==> src/logic/timer_sync_pkg.sv <==
/*
  Shared constants for the timer read-synchronization block: register
  selects, control field positions, reset values and wake settle counts.
  Assumes one interface clock core_clk; functional clock edges arrive as
  single-cycle ticks that are synchronous to it.
*/
// Summary of operation
// - posted-mode timer reads right after interface clock wake may return stale values.
// - non-posted timer reads after wake return correct values, no extra wait needed.
// - watchdog counter reads right after interface clock wake may return stale values.
// - watchdog is always posted; no control switches it to non-posted.
// - on write-only instances the sync control register always reads zero.
package timer_sync_pkg;
  localparam int DATA_W = 32;
  localparam int SEL_W = 3;
  // register selects on the access port
  localparam logic [SEL_W-1:0] SEL_TIMER_COUNTER = 3'h0;
  localparam logic [SEL_W-1:0] SEL_CAPTURE_FIRST = 3'h1;
  localparam logic [SEL_W-1:0] SEL_CAPTURE_SECOND = 3'h2;
  localparam logic [SEL_W-1:0] SEL_WATCHDOG_COUNTER = 3'h3;
  localparam logic [SEL_W-1:0] SEL_SYNC_CONTROL = 3'h4;
  // sync_interface_control fields
  localparam int POSTED_BIT = 2;
  localparam int READ_MODE_BIT = 3;
  localparam logic POSTED_RESET = 1'b1;
  localparam logic READ_MODE_RESET = 1'b0;
  // wake settle: interface cycles, then functional ticks
  localparam logic [1:0] WAKE_IFACE_CYCLES = 2'h2;
  localparam logic [1:0] WAKE_FUNC_TICKS = 2'h1;
  localparam logic [DATA_W-1:0] VALUE_RESET = 32'h0;

  typedef enum logic [1:0] {
    RD_IDLE,
    RD_WAIT_TICK,
    RD_ANSWER
  } rd_state_type;
endpackage

==> src/logic/timer_posted_read_sync.sv <==
/*
  Read-synchronization front end of a timer and its watchdog: holds the
  sync control bits, shadows functional-domain values into the interface
  domain, and answers posted and non-posted reads.
  Assumes the timer core supplies live values and a functional tick pulse,
  both synchronous to core_clk; counting and expiry live elsewhere.
  Posted and watchdog reads answer from the shadows one cycle after the
  request; non-posted reads wait for the next functional tick and answer
  with the live value, so the host must not poll faster than busy allows.
*/
module timer_posted_read_sync
  import timer_sync_pkg::*;
#(
  parameter bit READ_MODE_WRITE_ONLY = 1'b0 // instance has write-only read-mode bit
) (
  input wire logic core_clk, // interface clock, 100 MHz
  input wire logic rst_n, // synchronous reset, active low
  input wire logic iclk_active, // interface clock running, low while stopped
  input wire logic func_tick, // one functional clock edge
  input wire logic [DATA_W-1:0] timer_counter_in, // live counter
  input wire logic [DATA_W-1:0] capture_first_in, // live first capture
  input wire logic [DATA_W-1:0] capture_second_in, // live second capture
  input wire logic [DATA_W-1:0] watchdog_counter_in, // live watchdog counter
  input wire logic reg_rd, // read request pulse
  input wire logic reg_wr, // write request pulse
  input wire logic [SEL_W-1:0] reg_sel, // register select
  input wire logic [DATA_W-1:0] reg_wdata, // write data
  output logic [DATA_W-1:0] rd_data, // read data
  output logic rd_valid, // read data valid pulse
  output logic rd_unsettled, // answer came from an unsettled shadow
  output logic busy // non-posted read pending
);
  logic settled;
  logic posted_q, posted_d;
  logic read_mode_q, read_mode_d;
  logic [DATA_W-1:0] sh_cnt_q, sh_cnt_d;
  logic [DATA_W-1:0] sh_cap1_q, sh_cap1_d;
  logic [DATA_W-1:0] sh_cap2_q, sh_cap2_d;
  logic [DATA_W-1:0] sh_wdt_q, sh_wdt_d;
  rd_state_type state_q, state_d;
  logic [SEL_W-1:0] sel_q, sel_d;
  logic [DATA_W-1:0] rd_data_q, rd_data_d;
  logic rd_valid_q, rd_valid_d;
  logic unsettled_q, unsettled_d;
  logic busy_q, busy_d;
  logic ans_fire, ans_stale;
  logic [DATA_W-1:0] ans_value;

  function automatic logic [DATA_W-1:0] pick(input logic [SEL_W-1:0] sel,
      input logic [DATA_W-1:0] cnt, input logic [DATA_W-1:0] cap1,
      input logic [DATA_W-1:0] cap2, input logic [DATA_W-1:0] wdt);
    logic [DATA_W-1:0] v;
    v = '0;
    unique case (sel)
      SEL_TIMER_COUNTER: v = cnt;
      SEL_CAPTURE_FIRST: v = cap1;
      SEL_CAPTURE_SECOND: v = cap2;
      SEL_WATCHDOG_COUNTER: v = wdt;
      default: v = '0;
    endcase
    return v;
  endfunction

  function automatic logic [DATA_W-1:0] ctrl_view(input logic posted, input logic rmode);
    logic [DATA_W-1:0] v;
    v = '0;
    if (!READ_MODE_WRITE_ONLY) begin
      v[POSTED_BIT] = posted;
      v[READ_MODE_BIT] = rmode;
    end
    return v;
  endfunction

  wake_settle u_settle (
    .core_clk(core_clk),
    .rst_n(rst_n),
    .iclk_active(iclk_active),
    .func_tick(func_tick),
    .settled(settled)
  );

  // control bits; watchdog has none
  always_comb begin
    posted_d = posted_q;
    read_mode_d = read_mode_q;
    if (reg_wr && reg_sel == SEL_SYNC_CONTROL) begin
      posted_d = reg_wdata[POSTED_BIT];
      read_mode_d = reg_wdata[READ_MODE_BIT];
    end
  end

  always_ff @(posedge core_clk) begin
    if (!rst_n) begin
      posted_q <= POSTED_RESET;
      read_mode_q <= READ_MODE_RESET;
    end else begin
      posted_q <= posted_d;
      read_mode_q <= read_mode_d;
    end
  end

  // shadows refresh only while the interface clock runs
  always_comb begin
    sh_cnt_d = sh_cnt_q;
    sh_cap1_d = sh_cap1_q;
    sh_cap2_d = sh_cap2_q;
    sh_wdt_d = sh_wdt_q;
    if (func_tick && iclk_active) begin
      sh_cnt_d = timer_counter_in;
      sh_cap1_d = capture_first_in;
      sh_cap2_d = capture_second_in;
      sh_wdt_d = watchdog_counter_in;
    end
  end

  always_ff @(posedge core_clk) begin
    if (!rst_n) begin
      sh_cnt_q <= VALUE_RESET;
      sh_cap1_q <= VALUE_RESET;
      sh_cap2_q <= VALUE_RESET;
      sh_wdt_q <= VALUE_RESET;
    end else begin
      sh_cnt_q <= sh_cnt_d;
      sh_cap1_q <= sh_cap1_d;
      sh_cap2_q <= sh_cap2_d;
      sh_wdt_q <= sh_wdt_d;
    end
  end

  // read sequencing: which answer fires and from where
  always_comb begin
    state_d = state_q;
    sel_d = sel_q;
    ans_fire = 1'b0;
    ans_value = rd_data_q;
    ans_stale = unsettled_q;
    unique case (state_q)
      RD_IDLE: begin
        if (reg_rd) begin
          sel_d = reg_sel;
          if (reg_sel == SEL_SYNC_CONTROL) begin
            ans_value = ctrl_view(posted_q, read_mode_q);
            ans_fire = 1'b1;
            ans_stale = 1'b0;
          end else if (reg_sel == SEL_WATCHDOG_COUNTER) begin
            // shadow may be stale after wake
            ans_value = sh_wdt_q;
            ans_fire = 1'b1;
            ans_stale = !settled;
          end else if (!posted_q && read_mode_q) begin
            state_d = RD_WAIT_TICK;
          end else begin
            ans_value = pick(reg_sel, sh_cnt_q, sh_cap1_q, sh_cap2_q, sh_wdt_q);
            ans_fire = 1'b1;
            ans_stale = !settled;
          end
        end
      end
      RD_WAIT_TICK: begin
        // fresh value on next tick, no settle wait
        if (func_tick) begin
          ans_value = pick(sel_q, timer_counter_in, capture_first_in,
                           capture_second_in, watchdog_counter_in);
          ans_fire = 1'b1;
          ans_stale = 1'b0;
          state_d = RD_ANSWER;
        end
      end
      RD_ANSWER: begin
        state_d = RD_IDLE;
      end
      default: state_d = RD_IDLE;
    endcase
    // busy also covers the RD_ANSWER cycle, in which the non-posted answer is valid
    busy_d = (state_d != RD_IDLE);
  end

  always_ff @(posedge core_clk) begin
    if (!rst_n) begin
      state_q <= RD_IDLE;
      sel_q <= SEL_TIMER_COUNTER;
      busy_q <= 1'b0;
    end else begin
      state_q <= state_d;
      sel_q <= sel_d;
      busy_q <= busy_d;
    end
  end

  // answer register: data and stale flag hold until the next answer
  always_comb begin
    rd_data_d = rd_data_q;
    unsettled_d = unsettled_q;
    rd_valid_d = ans_fire;
    if (ans_fire) begin
      rd_data_d = ans_value;
      unsettled_d = ans_stale;
    end
  end

  always_ff @(posedge core_clk) begin
    if (!rst_n) begin
      rd_data_q <= VALUE_RESET;
      rd_valid_q <= 1'b0;
      unsettled_q <= 1'b0;
    end else begin
      rd_data_q <= rd_data_d;
      rd_valid_q <= rd_valid_d;
      unsettled_q <= unsettled_d;
    end
  end

  assign rd_data = rd_data_q;
  assign rd_valid = rd_valid_q;
  assign rd_unsettled = unsettled_q;
  assign busy = busy_q;
endmodule // timer_posted_read_sync

==> src/logic/wake_settle.sv <==
/*
  Wake settle tracker: watches the interface clock run indication and
  reports when resynchronized shadows are trustworthy again.
  Assumes iclk_active and func_tick are synchronous to core_clk.
*/
module wake_settle
  import timer_sync_pkg::*;
(
  input wire logic core_clk, // interface clock
  input wire logic rst_n, // synchronous reset, active low
  input wire logic iclk_active, // interface clock running
  input wire logic func_tick, // one functional clock edge
  output logic settled // shadows safe to read
);
  logic active_q, active_d;
  logic [1:0] iface_cnt_q, iface_cnt_d;
  logic [1:0] tick_cnt_q, tick_cnt_d;
  logic settled_q, settled_d;

  always_comb begin
    active_d = iclk_active;
    iface_cnt_d = iface_cnt_q;
    tick_cnt_d = tick_cnt_q;
    settled_d = settled_q;
    if (!iclk_active) begin
      settled_d = 1'b0;
      iface_cnt_d = 2'h0;
      tick_cnt_d = 2'h0;
    end else if (!active_q) begin
      // wake edge: restart the settle window
      settled_d = 1'b0;
      iface_cnt_d = 2'h1;
      tick_cnt_d = 2'h0;
    end else if (!settled_q) begin
      // two iface cycles plus one tick
      if (iface_cnt_q < WAKE_IFACE_CYCLES) begin
        iface_cnt_d = iface_cnt_q + 2'h1;
      end else if (func_tick) begin
        tick_cnt_d = tick_cnt_q + 2'h1;
        if (tick_cnt_q + 2'h1 >= WAKE_FUNC_TICKS) begin
          settled_d = 1'b1;
        end
      end
    end
  end

  always_ff @(posedge core_clk) begin
    if (!rst_n) begin
      active_q <= 1'b0;
      iface_cnt_q <= 2'h0;
      tick_cnt_q <= 2'h0;
      settled_q <= 1'b0;
    end else begin
      active_q <= active_d;
      iface_cnt_q <= iface_cnt_d;
      tick_cnt_q <= tick_cnt_d;
      settled_q <= settled_d;
    end
  end

  assign settled = settled_q;
endmodule // wake_settle

==> config.mk <==
export PLATFORM = sky130hd
export DESIGN_NAME = timer_posted_read_sync
export DESIGN_NICKNAME = d
export VERILOG_FILES = /design/src/logic/timer_sync_pkg.sv /design/src/logic/timer_posted_read_sync.sv /design/src/logic/wake_settle.sv
export SDC_FILE = /design/constraint.sdc
export NUM_CORES = 1
export LEC_CHECK = 0
export ABC_AREA = 1
export BUFFER_PORTS_ARGS = -buffer_cell sky130_fd_sc_hd__buf_2
export CAP_MARGIN = 20
export CORE_MARGIN = 10
export CORE_UTILIZATION = 54
export DETAILED_ROUTE_END_ITERATION = 7
export PLACE_DENSITY = 0.77
export SETUP_SLACK_MARGIN = 0.05
export SLEW_MARGIN = 10
export SYNTH_ARGS = -nofsm -noshare
export SYNTH_HDL_FRONTEND = slang
export SYNTH_SLANG_ARGS = --single-unit
export TNS_END_PERCENT = 100
==> constraint.sdc <==
create_clock -name core_clk -period 1.6 [get_ports core_clk]
set_input_delay 0.16 -clock core_clk [delete_from_list [all_inputs] [get_ports core_clk]]
set_output_delay 0.16 -clock core_clk [all_outputs]
set_load 0.005 [all_outputs]
* Word-level counts from Yosys, hierarchy flattened
Index checks and enable logic that the tools add are counted.
Storage, ports and cells: register bits after elaboration 176, output and inout port bits 35, logic and storage cells 86
Operators by class: reduce and logical (&&, ||, !) cells 17, multiplexer cells 33, bitwise logic cells 2, magnitude comparators 2, equality and inequality tests 13, add/subtract/negate cells 2
Operators with widths (number):
- 32-bit two-way mux | 5
- 32-bit one-hot mux with 4 select lines | 1
- 32-bit one-hot mux with 3 select lines | 1
- 32-bit one-hot mux with 2 select lines | 1
- 1-bit two-way mux | 17
- 3-bit by 2-bit == test with 1-bit output, second input constant | 4
- 2-bit two-way mux | 5
- 2-bit inequality test, second input constant | 4
- 2-bit AND reduction | 4
- 3-bit by 1-bit == test with 1-bit output, second input constant | 2
- 3-bit logical NOT | 2
- 3-bit AND reduction | 2
- 5-bit AND reduction | 1
- 2-bit by 1-bit adder with 2-bit output, second input constant | 2
- 4-bit inequality test, second input constant | 1
- 1-bit one-hot mux with 2 select lines | 2
- 2-bit one-hot mux with 2 select lines | 1
- 2-bit nonzero test | 2
- 3-bit == test, second input constant | 1
- 1-bit logical AND | 3
- 2-bit by 1-bit == test with 1-bit output, second input constant | 1
- 2-bit by 1-bit >= comparator with 1-bit output, second input constant | 1
- 1-bit logical NOT | 2
- 2-bit logical NOT | 1
- other kinds (2) | 3

* Logic depth before layout (Yosys ltp)
Gate-level depths: netlist of the first run.
word-level depth 8, gate-level depth with buffers 11, mapped depth without buffers 8

* Cells and area by module
A second synthesis of the first run with hierarchy kept.
Second synthesis, totals: cells, all modules 1325, area total of the unflattened synthesis 8667.1 µm²
By module, submodules not included:
- timer_posted_read_sync | cells an instance 1292, area each 8426.8 µm², instances 1
- wake_settle | cells an instance 33, area each 240.2 µm², instances 1

* Least setup slack after synthesis of the first run
No wires, ideal clock.
kind register to register, start point register sel_q[2], end point register rd_data_q[4] (netlist: rd_data[4]), stages on the path, launching flop included 9, period minus slack after synthesis 1288 ps, buffers on the path 1, path slack 312 ps, arrival 1223 ps, required time 1536 ps, cell sequence dfxtp_1 nor2_2 clkbuf_1 nand3_1 nand2_1 o21ai_0 nand2_1 nor2_1 nor2_1
On the way: longest elaborated chain between the ends 4, elaborated cells between the ends (all ways) 7, classes of those cells eq/ne (3); mux (3); reduce/logical (1)
Ends and longest elaborated chain:
- start: declaration | RTL line timer_posted_read_sync.sv:41 | logic [SEL_W-1:0] sel_q, sel_d;
- start signal: assignment | RTL line timer_posted_read_sync.sv:185 | sel_q <= sel_d;
- 3-bit by 2-bit == test with 1-bit output (tied with other cells) | RTL line timer_posted_read_sync.sv:54 | unique case (sel)
- 32-bit one-hot mux with 4 select lines (*) | RTL line timer_posted_read_sync.sv:54
- 32-bit two-way mux (*) | RTL line timer_posted_read_sync.sv:161 | if (func_tick) begin
- 32-bit one-hot mux with 2 select lines (*) | RTL line timer_posted_read_sync.sv:137 | unique case (state_q)
- end signal: assignment | RTL line timer_posted_read_sync.sv:207 | rd_data_q <= rd_data_d;
- end: declaration | RTL line timer_posted_read_sync.sv:42 | logic [DATA_W-1:0] rd_data_q, rd_data_d;
Every way passes the cells marked *; elsewhere a longest branch is shown, timed or not. The select of a mux whose other input is x is not followed. A chain may end at the register's enable or synchronous reset.

* Worst setup path in the final report of the first run
start point register sel_q[0], end point register rd_data_q[3] (netlist: rd_data[3])
Same word-level chain as after synthesis.

==> impl_metrics.env, run 1 <==
export IMPL_period_share=0.926
export IMPL_clkTransAtPathRegs_ps=70
export IMPL_hp_class="input port to register"
export IMPL_crit_required_ps=1930
export IMPL_portBuffers=173
export IMPL_synth_simple_area_share=0.373
export IMPL_place_gp_congestion=0.828
export IMPL_finClkSkew_ps=8.64
export IMPL_dr_total_vias=9526
export IMPL_grt_overflow=0
export IMPL_cts_sinks=176
export IMPL_routed_wl_um=27300
export IMPL_power_density_nw_per_um2=990
export IMPL_power_mw=10.5
export IMPL_crit_chain="nor2_4, buf_4, buf_4, nand3_1, nand2_1, o21ai_0, nand2_1, nor2_1, nor2_1"
export IMPL_p_int_mw=7.63
export IMPL_clock_latency_ps=440
export IMPL_clockRootBuffer="clkbuf_16"
export IMPL_numCtsBuffers=17
export IMPL_place_detailed_hpwl_um=17800
export IMPL_path_max_fanout=4
export IMPL_synth_compound_gate_area_share=0.142
export IMPL_endpoint_kind="register"
export IMPL_avgSynthCellArea_um2=6.58
export IMPL_critPathKind="register to register"
export IMPL_synthFlopType="dfxtp_1"
export IMPL_clock_power_share=0.384
export IMPL_core_um2=15800
export IMPL_cts_tree="yes"
export IMPL_die_h_um=147
export IMPL_slew_violations=0
export IMPL_setup_viol=0
export IMPL_switching_share=0.276
export IMPL_grt_first_pass_wirelength_um=44500
export IMPL_rsz0062_at_grt="no"
export IMPL_antenna_found_initial=3
export IMPL_synth_edff_count=0
export IMPL_r2r_cells=9
export IMPL_grt_pass1_vias=8860
export IMPL_dp_cells=1634
export IMPL_layoutNonFillerInstCount=1694
export IMPL_drtIter0Drc=914
export IMPL_r2r_slack_ps=120
export IMPL_nets=1632
export IMPL_syn_num_nets=1488
export IMPL_crit_buf_inv=2
export IMPL_cp_slowest_stage_delay_ps=420
export IMPL_seqPwrFrac=0.455
export IMPL_ir_drop_mv=0.846
export IMPL_dieArea_um2=21500
export IMPL_netlist_area_um2=8670
export IMPL_rows=46
export IMPL_postRouteAntennaNets=0
export IMPL_synthAdderAreaFrac=0.00144
export IMPL_synth_seq_area_share=0.406
export IMPL_routed_via_density=5.62
export IMPL_drc=0
export IMPL_fin_ws_ps=119
export IMPL_die_w_um=147
export IMPL_dr_pass1_iters=5
export IMPL_wire_per_inst_um=16.1
export IMPL_cts_max_level=4
export IMPL_path_delay_family="flip-flops"
export IMPL_async_flop_share=0
export IMPL_maxSlewHeadroom=0.409
export IMPL_place_ws_ps=-185
export IMPL_cp_num_cells=9
export IMPL_max_cap_violations=0
export IMPL_hold_ws_ps=2.30
export IMPL_slowest_stage="dfxtp_2"
export IMPL_p_comb_frac=0.161
export IMPL_p_switching_mw=2.90
export IMPL_track_usage=0.245
export IMPL_ys_ff_latch=176
export IMPL_synth_xor_area_frac=0
export IMPL_syn_to_final_growth_pct=22.7
export IMPL_io_pins=204
export IMPL_syn_inst=1318
export IMPL_clockBufferDepth=2
export IMPL_yosysWarnings=0
export IMPL_initial_core_util=0.548
export IMPL_fin_tns_setup_ps=0
export IMPL_status="complete, no violations"
export IMPL_worstPathArrival_ps=1810
export IMPL_synth_top_family_by_area="simple AND/OR/NAND/NOR gates"
export IMPL_synthMuxAreaShare=0
export IMPL_leakagePower_nw=4.83
export IMPL_whs_path_depth=3
export IMPL_hold_violations=0
export IMPL_worstSetupStartpointType="register"
export IMPL_worst_slew_pin_slew_ps=884
export IMPL_drive_above_1_share=0.182
export IMPL_synth_cell_type_count=27
export IMPL_grt_max_degree=66
export IMPL_max_freq_mhz=675
export IMPL_min_period_ps=1480
## cells by family after synthesis
logic type / Yosys count
AO/OA/AOI/OAI: 246
adder cells (fa/ha/maj): 1
buffers and inverters: 158
flip-flops: 176
AND/OR/NAND/NOR: 737
## per-layer routing
metal / vias up / wire length (um) / track usage
met4: 0 / 459 / 0.0816
met3: 42 / 2400 / 0.0559
li1: 4712 / - / -
met5: - / 0 / 0
met2: 449 / 12600 / 0.391
met1: 4323 / 11800 / 0.319
## cell usage after synthesis, types with 2 or more instances
master      n  area share
a21oi_1    40       0.023
inv_2       3      0.0013
nand3_1   195        0.11
o21ai_0   191        0.11
nand2_1   106       0.046
dfxtp_1   176        0.41
nor2_1    360        0.16
clkbuf_1   67       0.029
inv_1      40       0.017
buf_1      19      0.0082
nand2_2     2      0.0014
o21ai_1    13      0.0075
nand4_1    66       0.048
buf_6       6      0.0078
buf_2      21       0.012
nand3_2     2      0.0023
## flip-flops by register name, summed over array words and instances (netlist names), 2 cells and up
register	flops
rd_data	32
sh_cap1_q	32
sh_cap2_q	32
sh_cnt_q	32
sh_wdt_q	32
sel_q	3
state_q	2
u_settle.iface_cnt_q	2
u_settle.tick_cnt_q	2
## through the flow
stage,util,area (um^2)
6_report,0.672,10600
3_3_place_gp,0.619,9790
5_1_grt,0.672,10600
4_1_cts,0.670,10600
3_5_place_dp,0.619,9790
2_1_floorplan,-,8670
## timing repair
item | in CTS | in global routing
endpoints found under the setup margin | 32 | 32
gates cloned | 1 | 0
resized for setup | 1 | 11
hold buffers | 19 | 0
setup buffers | 5 | 0
endpoints found under the hold margin | 20 | 0
pin swaps | 1 | 0
## cell type report
type,count,area [um^2]
Antenna cell,3,7.51
Clock buffer,24,492
Clock inverter,8,80.1
Fill cell,1454,5190
Inverter,44,165
Multi-Input combinational cell,985,4520
Sequential cell,176,3530
Tap cell,216,270
Timing Repair Buffer,238,1570
## placed cells by master, fill, tap and decap left out, drive strengths merged
master	netlist	final
nor2	362	363
buf	47	219
o21ai	204	204
nand3	197	197
dfxtp	176	176
nand2	108	108
nand4	66	66
inv	43	44
a21oi	40	40
clkbuf	67	24
dlygate4sd3	0	19
clkinv	1	7
diode	0	3
nor3b	1	1
or2	1	1
o21a	1	1
nand3b	1	1
or3	1	1
a31oi	1	1
ha	1	1
bufinv	0	1
## path summary, 6_finish.rpt
path,start,end
setup / recovery,sel_q[0],rd_data[3]
setup reg to reg,sel_q[0],rd_data[3]
hold / removal,timer_counter_in[17],sh_cnt_q[17]
hold reg to reg,u_settle.active_q,u_settle.iface_cnt_q[0]
## power by group through the flow
stage | Combinational (mW) | Clock, mW | Sequential [mW]
finish | 1.69 | 4.05 | 4.79
global route | 1.89 | 4.26 | 4.82
CTS | 1.67 | 4.08 | 4.79
detailed placement | 1.60 | 0 | 4.88
global placement | 1.57 | 0 | 4.87
floorplan | 0.968 | 0 | 4.86
## worst min-delay path, cell delays in order
cell     delay [ps]
buf_2            90
o21ai_0          80
nor2_1           80
Note: power is estimated with default switching activity, not from simulation.
==> inputs of run 2 (changes only) <==
Settings changed: SYNTH_HIERARCHICAL set to 1.
==> run 2 against run 1 <==
The run now ends with negative hold slack left; non-clock buffer count is 1 lower; synthesized cell count is 0.53% higher; sequential power hardly changed; core utilization is 0.53 points higher; total power is 3.7% higher; area after synthesis hardly changed; count of clock-buffer cells in the layout stayed put; first-iteration DRC count is 2.0% lower; via count is 1.8% higher; critical path depth is 1 lower.
==> impl_metrics.env, run 2 <==
export IMPL_die_h_um=147
export IMPL_leakagePower_nw=4.87
export IMPL_cts_sinks=176
export IMPL_status="finished, violations left"
export IMPL_min_period_ps=1450
export IMPL_placed_area_um2=9920
export IMPL_setup_viol=0
export IMPL_cts_tree="yes"
export IMPL_dr_pass1_iters=5
export IMPL_path_delay_family="simple AND/OR/NAND/NOR gates"
export IMPL_crit_chain="inv_4, buf_4, nand4_1, nand2_1, o21ai_0, nand2_1, nor2_1, nor2_1"
export IMPL_multi_input_area_um2=4510
export IMPL_place_detailed_hpwl_um=19000
export IMPL_period_share=0.909
export IMPL_clock_power_share=0.404
export IMPL_ys_ff_latch=176
export IMPL_hold_ws_ps=-3.19
export IMPL_synth_edff_count=0
export IMPL_max_cap_violations=0
export IMPL_nets=1637
export IMPL_path_max_fanout=15
export IMPL_portBuffers=173
export IMPL_violations="negative hold slack"
export IMPL_p_switching_mw=2.89
export IMPL_rsz0062_at_grt="no"
export IMPL_clock_latency_ps=440
export IMPL_power_mw=10.9
export IMPL_drtIter0Drc=896
export IMPL_finClkSkew_ps=12.8
export IMPL_r2r_slack_ps=150
export IMPL_worstPathArrival_ps=1780
export IMPL_rows=46
export IMPL_p_comb_frac=0.157
export IMPL_switching_share=0.264
export IMPL_avgSynthCellArea_um2=6.54
export IMPL_endpoint="rd_data[2]"
export IMPL_clockRootBuffer="clkbuf_16"
export IMPL_initial_core_util=0.548
export IMPL_cp_num_cells=8
export IMPL_io_pins=204
export IMPL_grt_pass1_vias=9076
export IMPL_yosysWarnings=6
export IMPL_clkTransAtPathRegs_ps=60
export IMPL_routed_wl_um=28700
export IMPL_fin_area_um2=10700
export IMPL_slowest_stage="dfxtp_2"
export IMPL_synth_seq_area_share=0.407
export IMPL_hold_violations=1
export IMPL_antenna_found_initial=2
export IMPL_dieArea_um2=21500
export IMPL_track_usage=0.257
export IMPL_slew_violations=0
export IMPL_r2r_end="rd_data[2]"
export IMPL_grt_max_degree=63
export IMPL_synth_cell_type_count=24
export IMPL_ir_drop_mv=0.803
export IMPL_worstSetupStartpointType="register"
export IMPL_cts_max_level=4
export IMPL_grt_first_pass_wirelength_um=46000
export IMPL_grt_overflow=0
export IMPL_syn_num_nets=1495
export IMPL_die_w_um=147
export IMPL_max_freq_mhz=688
export IMPL_cp_slowest_stage_delay_ps=380
export IMPL_core_um2=15800
export IMPL_crit_start="sel_q[2]"
export IMPL_synth_top_area_share=0.407
export IMPL_syn_inst=1325
export IMPL_endpoint_kind="register"
export IMPL_drive_above_1_share=0.181
export IMPL_dr_total_vias=9700
export IMPL_ys_top_cells_by_count="nor2_1 (361), nand3_1 (196), o21ai_0 (189), dfxtp_1 (176), nand2_1 (116)"
export IMPL_critPathKind="register to register"
export IMPL_fillCellCount=1420
export IMPL_p_int_mw=8.04
export IMPL_async_flop_share=0
export IMPL_drc=0
export IMPL_final_util=0.677
export IMPL_syn_to_final_growth_pct=23.7
export IMPL_power_density_nw_per_um2=1020
export IMPL_final_common_cell="nor2_1"
export IMPL_clockBufferDepth=2
export IMPL_numCtsBuffers=17
export IMPL_fin_tns_setup_ps=0
export IMPL_rr_startpoint="sel_q[2]"
export IMPL_crit_buf_inv=2
export IMPL_postRouteAntennaNets=0
export IMPL_layout_common_cells="nor2_1 (359), nand3_1 (196), o21ai_0 (189)"
export IMPL_seqPwrFrac=0.439
export IMPL_yosysMostFrequentCell="nor2_1"
export IMPL_wire_per_inst_um=16.9
export IMPL_crit_required_ps=1930
export IMPL_maxSlewHeadroom=0.712
export IMPL_worst_slew_pin_slew_ps=432
export IMPL_hp_class="input port to register"
export IMPL_ff_latch_area_um2=3530
export IMPL_synthFlopType="dfxtp_1"
export IMPL_r2r_cells=8
export IMPL_routed_via_density=5.72
export IMPL_place_gp_congestion=0.855
export IMPL_yosys_top_cells_area="dfxtp_1 (41%), nor2_1 (16%), nand3_1 (11%), o21ai_0 (11%), nand2_1 (5.0%)"
export IMPL_synth_top_cell_by_area="dfxtp_1"
export IMPL_netlist_area_um2=8670
==> run 2: changes by cell type in the layout (fill, tap and decap cells not counted), moves of 2 or more <==
cell / delta
clkinv_4: -4
nand2_1: +8
o21ai_1: -2
buf_4: -4
dlygate4sd3_1: -3
nand2_2: +2
nor2_2: +3
bufinv_16: +3
nor2_4: -3
buf_12: +5
==> run 2: how the worst min path moves through the flow <==
stage | from | to | cells past startpoint
after floorplan | iclk_active | u_settle/active_q | 2
after global placement | timer_counter_in[7] | sh_cnt_q[7] | 3
after detailed placement | capture_first_in[21] | sh_cap1_q[21] | 3
after CTS | capture_first_in[5] | sh_cap1_q[5] | 3
after global routing | timer_counter_in[5] | sh_cnt_q[5] | 3
final | timer_counter_in[5] | sh_cnt_q[5] | 3
==> run 2: timing repair <==
item / CTS / global route
hold buffers: 16 / 0
setup endpoints to repair: 0 / 30
resized for setup: 0 / 8
setup buffers: 0 / 1
endpoints found under the hold margin: 16 / 0
==> run 2: per-stage QoR <==
step / instances / hold slack (ps) / worst slack (ps)
finish: 1696 / -3.19 / 145
detailed placement: 1647 / 434 / 109
CTS: 1693 / 0.541 / 82.0
global route: 1696 / 16.9 / 51.5
floorplan: 1325 / 289 / 262
global placement: 1647 / 427 / 129
==> run 2: layer usage <==
metal	track usage	wire length, um	vias to the layer above
met2	0.406	13100	496
met3	0.0679	2760	75
li1	-	-	4724
met5	0	0	-
met4	0.0966	745	0
met1	0.329	12100	4405
==> run 2: power by group through the flow <==
stage	logic, mW	registers [mW]	clock network [mW]
detailed placement	1.64	4.89	0
global placement	1.62	4.88	0
finish	1.72	4.80	4.41
global route	1.90	4.82	4.61
CTS	1.68	4.79	4.43
floorplan	0.961	4.86	0
==> run 2: final cells by class <==
cell class,count,area share
clock buffers,24,0.0449
diodes,2,0.000467
inverters,45,0.0160
flip-flops and latches,176,0.329
well taps,216,0.0252
clock inverters,6,0.0121
multi-input cells,990,0.421
repair buffers,237,0.151
==> run 2: cells by family after synthesis <==
family | synth area share
AO/OA/AOI/OAI | 0.141
adder cells (fa/ha/maj) | 0.00144
buffers and inverters | 0.0758
flip-flops | 0.407
AND/OR/NAND/NOR | 0.375
==> run 2: worst min-delay path: stages <==
cell and delay [ps]:
buf_2 90, o21ai_0 70, nor2_1 80
==> inputs of run 3 (changes only) <==
Settings changed: REMOVE_ABC_BUFFERS set to 1, SYNTH_HIERARCHICAL 1 to unset.
==> run 3 against run 2 <==
The run now ends clean; critical path depth shrank 1; worst hold slack gained 4.3 ps; register-to-register slack is essentially flat; worst setup slack is essentially flat; combinational power shrank 3%; cell count shrank 0.41%; sequential power is essentially flat; count of clock-buffer cells in the layout shrank 5; critical path type unchanged.
==> impl_metrics.env, run 3 (same netlist as run 1, synthesis figures left out) <==
export IMPL_grt_first_pass_wirelength_um=44700
export IMPL_die_w_um=147
export IMPL_path_max_fanout=30
export IMPL_post_cts_repair_setup_buffers=0
export IMPL_drive_above_1_share=0.184
export IMPL_dieArea_um2=21500
export IMPL_hold_violations=0
export IMPL_setup_viol=0
export IMPL_rsz0062_at_grt="yes"
export IMPL_place_detailed_hpwl_um=17700
export IMPL_leakagePower_nw=4.82
export IMPL_fin_ws_ps=146
export IMPL_drc=0
export IMPL_cts_max_level=4
export IMPL_p_comb_frac=0.149
export IMPL_die_h_um=147
export IMPL_final_common_cell="nor2_1"
export IMPL_worstSetupStartpointType="register"
export IMPL_place_gp_congestion=0.815
export IMPL_track_usage=0.248
export IMPL_clock_power_share=0.420
export IMPL_min_period_ps=1450
export IMPL_syn_to_final_growth_pct=22.6
export IMPL_core_um2=15800
export IMPL_maxSlewHeadroom=0.338
export IMPL_period_share=0.909
export IMPL_dr_total_vias=9583
export IMPL_power_mw=11.1
export IMPL_finClkSkew_ps=7.63
export IMPL_rows=46
export IMPL_clkTransAtPathRegs_ps=60
export IMPL_clockBufferDepth=2
export IMPL_switching_share=0.268
export IMPL_max_freq_mhz=688
export IMPL_numCtsBuffers=17
export IMPL_r2r_cells=7
export IMPL_dr_pass1_iters=8
export IMPL_routed_via_density=5.67
export IMPL_io_pins=204
export IMPL_layout_common_cells="nor2_1 (358), nand3_1 (195), o21ai_0 (188)"
export IMPL_crit_required_ps=1920
export IMPL_slew_violations=0
export IMPL_hp_class="input port to register"
export IMPL_worstPathArrival_ps=1780
export IMPL_clock_latency_ps=430
export IMPL_whs_path_depth=3
export IMPL_drtIter0Drc=957
export IMPL_seqPwrFrac=0.431
export IMPL_grt_overflow=0
export IMPL_routed_wl_um=27800
export IMPL_power_density_nw_per_um2=1050
export IMPL_postRouteAntennaNets=0
export IMPL_nets=1627
export IMPL_p_int_mw=8.14
export IMPL_grt_max_degree=81
export IMPL_worst_slew_pin_slew_ps=990
export IMPL_portBuffers=173
export IMPL_max_cap_violations=0
export IMPL_cts_tree="yes"
export IMPL_grt_pass1_vias=8890
export IMPL_place_ws_ps=-116
export IMPL_initial_core_util=0.548
export IMPL_p_switching_mw=2.97
export IMPL_ir_drop_mv=0.855
export IMPL_endpoint_kind="register"
export IMPL_status="complete, no violations"
export IMPL_critPathKind="register to register"
export IMPL_cts_sinks=176
export IMPL_antenna_found_initial=4
export IMPL_wire_per_inst_um=16.4
export IMPL_clockRootBuffer="clkbuf_16"
## run 3: cell count changes in the layout (fill, tap and decap cells not counted), moves of 2 or more
cell | before | now
buf_12 | 18 | 9
buf_4 | 29 | 37
nand2_1 | 112 | 104
clkbuf_1 | 4 | 0
clkinvlp_4 | 0 | 4
nor2_2 | 3 | 0
o21ai_1 | 13 | 16
inv_6 | 0 | 2
nor2_4 | 1 | 3
## run 3: final timing paths
kind	slack (ps)	to	start
worst max-delay path	150	rd_data[15]	state_q[0]
worst min-delay path	1	sh_cap2_q[25]	capture_second_in[25]
worst max register to register	150	rd_data[15]	state_q[0]
worst min register to register	450	sh_wdt_q[5]	sh_wdt_q[5]
## run 3: worst max-delay path, cell delays in order, from the launching register on
cell,delay [ps]
dfxtp_1,340
nor3b_4,270
nand2_1,120
nand2_2,160
buf_12,210
nand2_1,70
nor2_1,100
nor2_1,50
## run 3: layout make-up
type | count | area (um^2)
diodes | 3 | 7.51
clock inverters | 13 | 208
clock buffers | 19 | 453
flip-flops and latches | 176 | 3530
inverters | 44 | 166
repair buffers | 234 | 1480
fillers | 1459 | 5200
multi-input cells | 984 | 4510
well taps | 216 | 270
## run 3: power groups by stage
| stage | Clock (mW) | Combinational (mW) | Sequential [mW] |
|---|---|---|---|
| floorplan | 0 | 0.791 | 4.90 |
| global placement | 0 | 1.57 | 4.88 |
| detailed placement | 0 | 1.59 | 4.89 |
| CTS | 4.70 | 1.63 | 4.79 |
| global route | 4.89 | 1.84 | 4.82 |
| finish | 4.67 | 1.66 | 4.79 |
## run 3: layer usage
layer	GRT usage	share of wire	vias up
met2	0.408	0.47	424
met5	0	0.00025	-
met4	0.0751	0.013	2
li1	-	-	4691
met3	0.0559	0.088	34
met1	0.316	0.42	4432
## run 3: repair_timing
action,4_1_cts,5_1_grt
endpoints found under the setup margin,0,17
gates resized for setup,0,6
hold buffers,15,0
endpoints found under the hold margin,15,0
## run 3: metrics by stage
stage	cells	hold WS [ps]	area, um^2	utilization	setup TNS, ps
final	1689	1.14	10600	0.671	0
after global routing	1688	13.9	10600	0.671	0
after CTS	1686	0.0317	10600	0.670	0
after detailed placement	1639	434	9790	0.619	-2780
after global placement	1639	427	9790	0.619	-3050
after floorplan	1204	245	8170	-	-411870
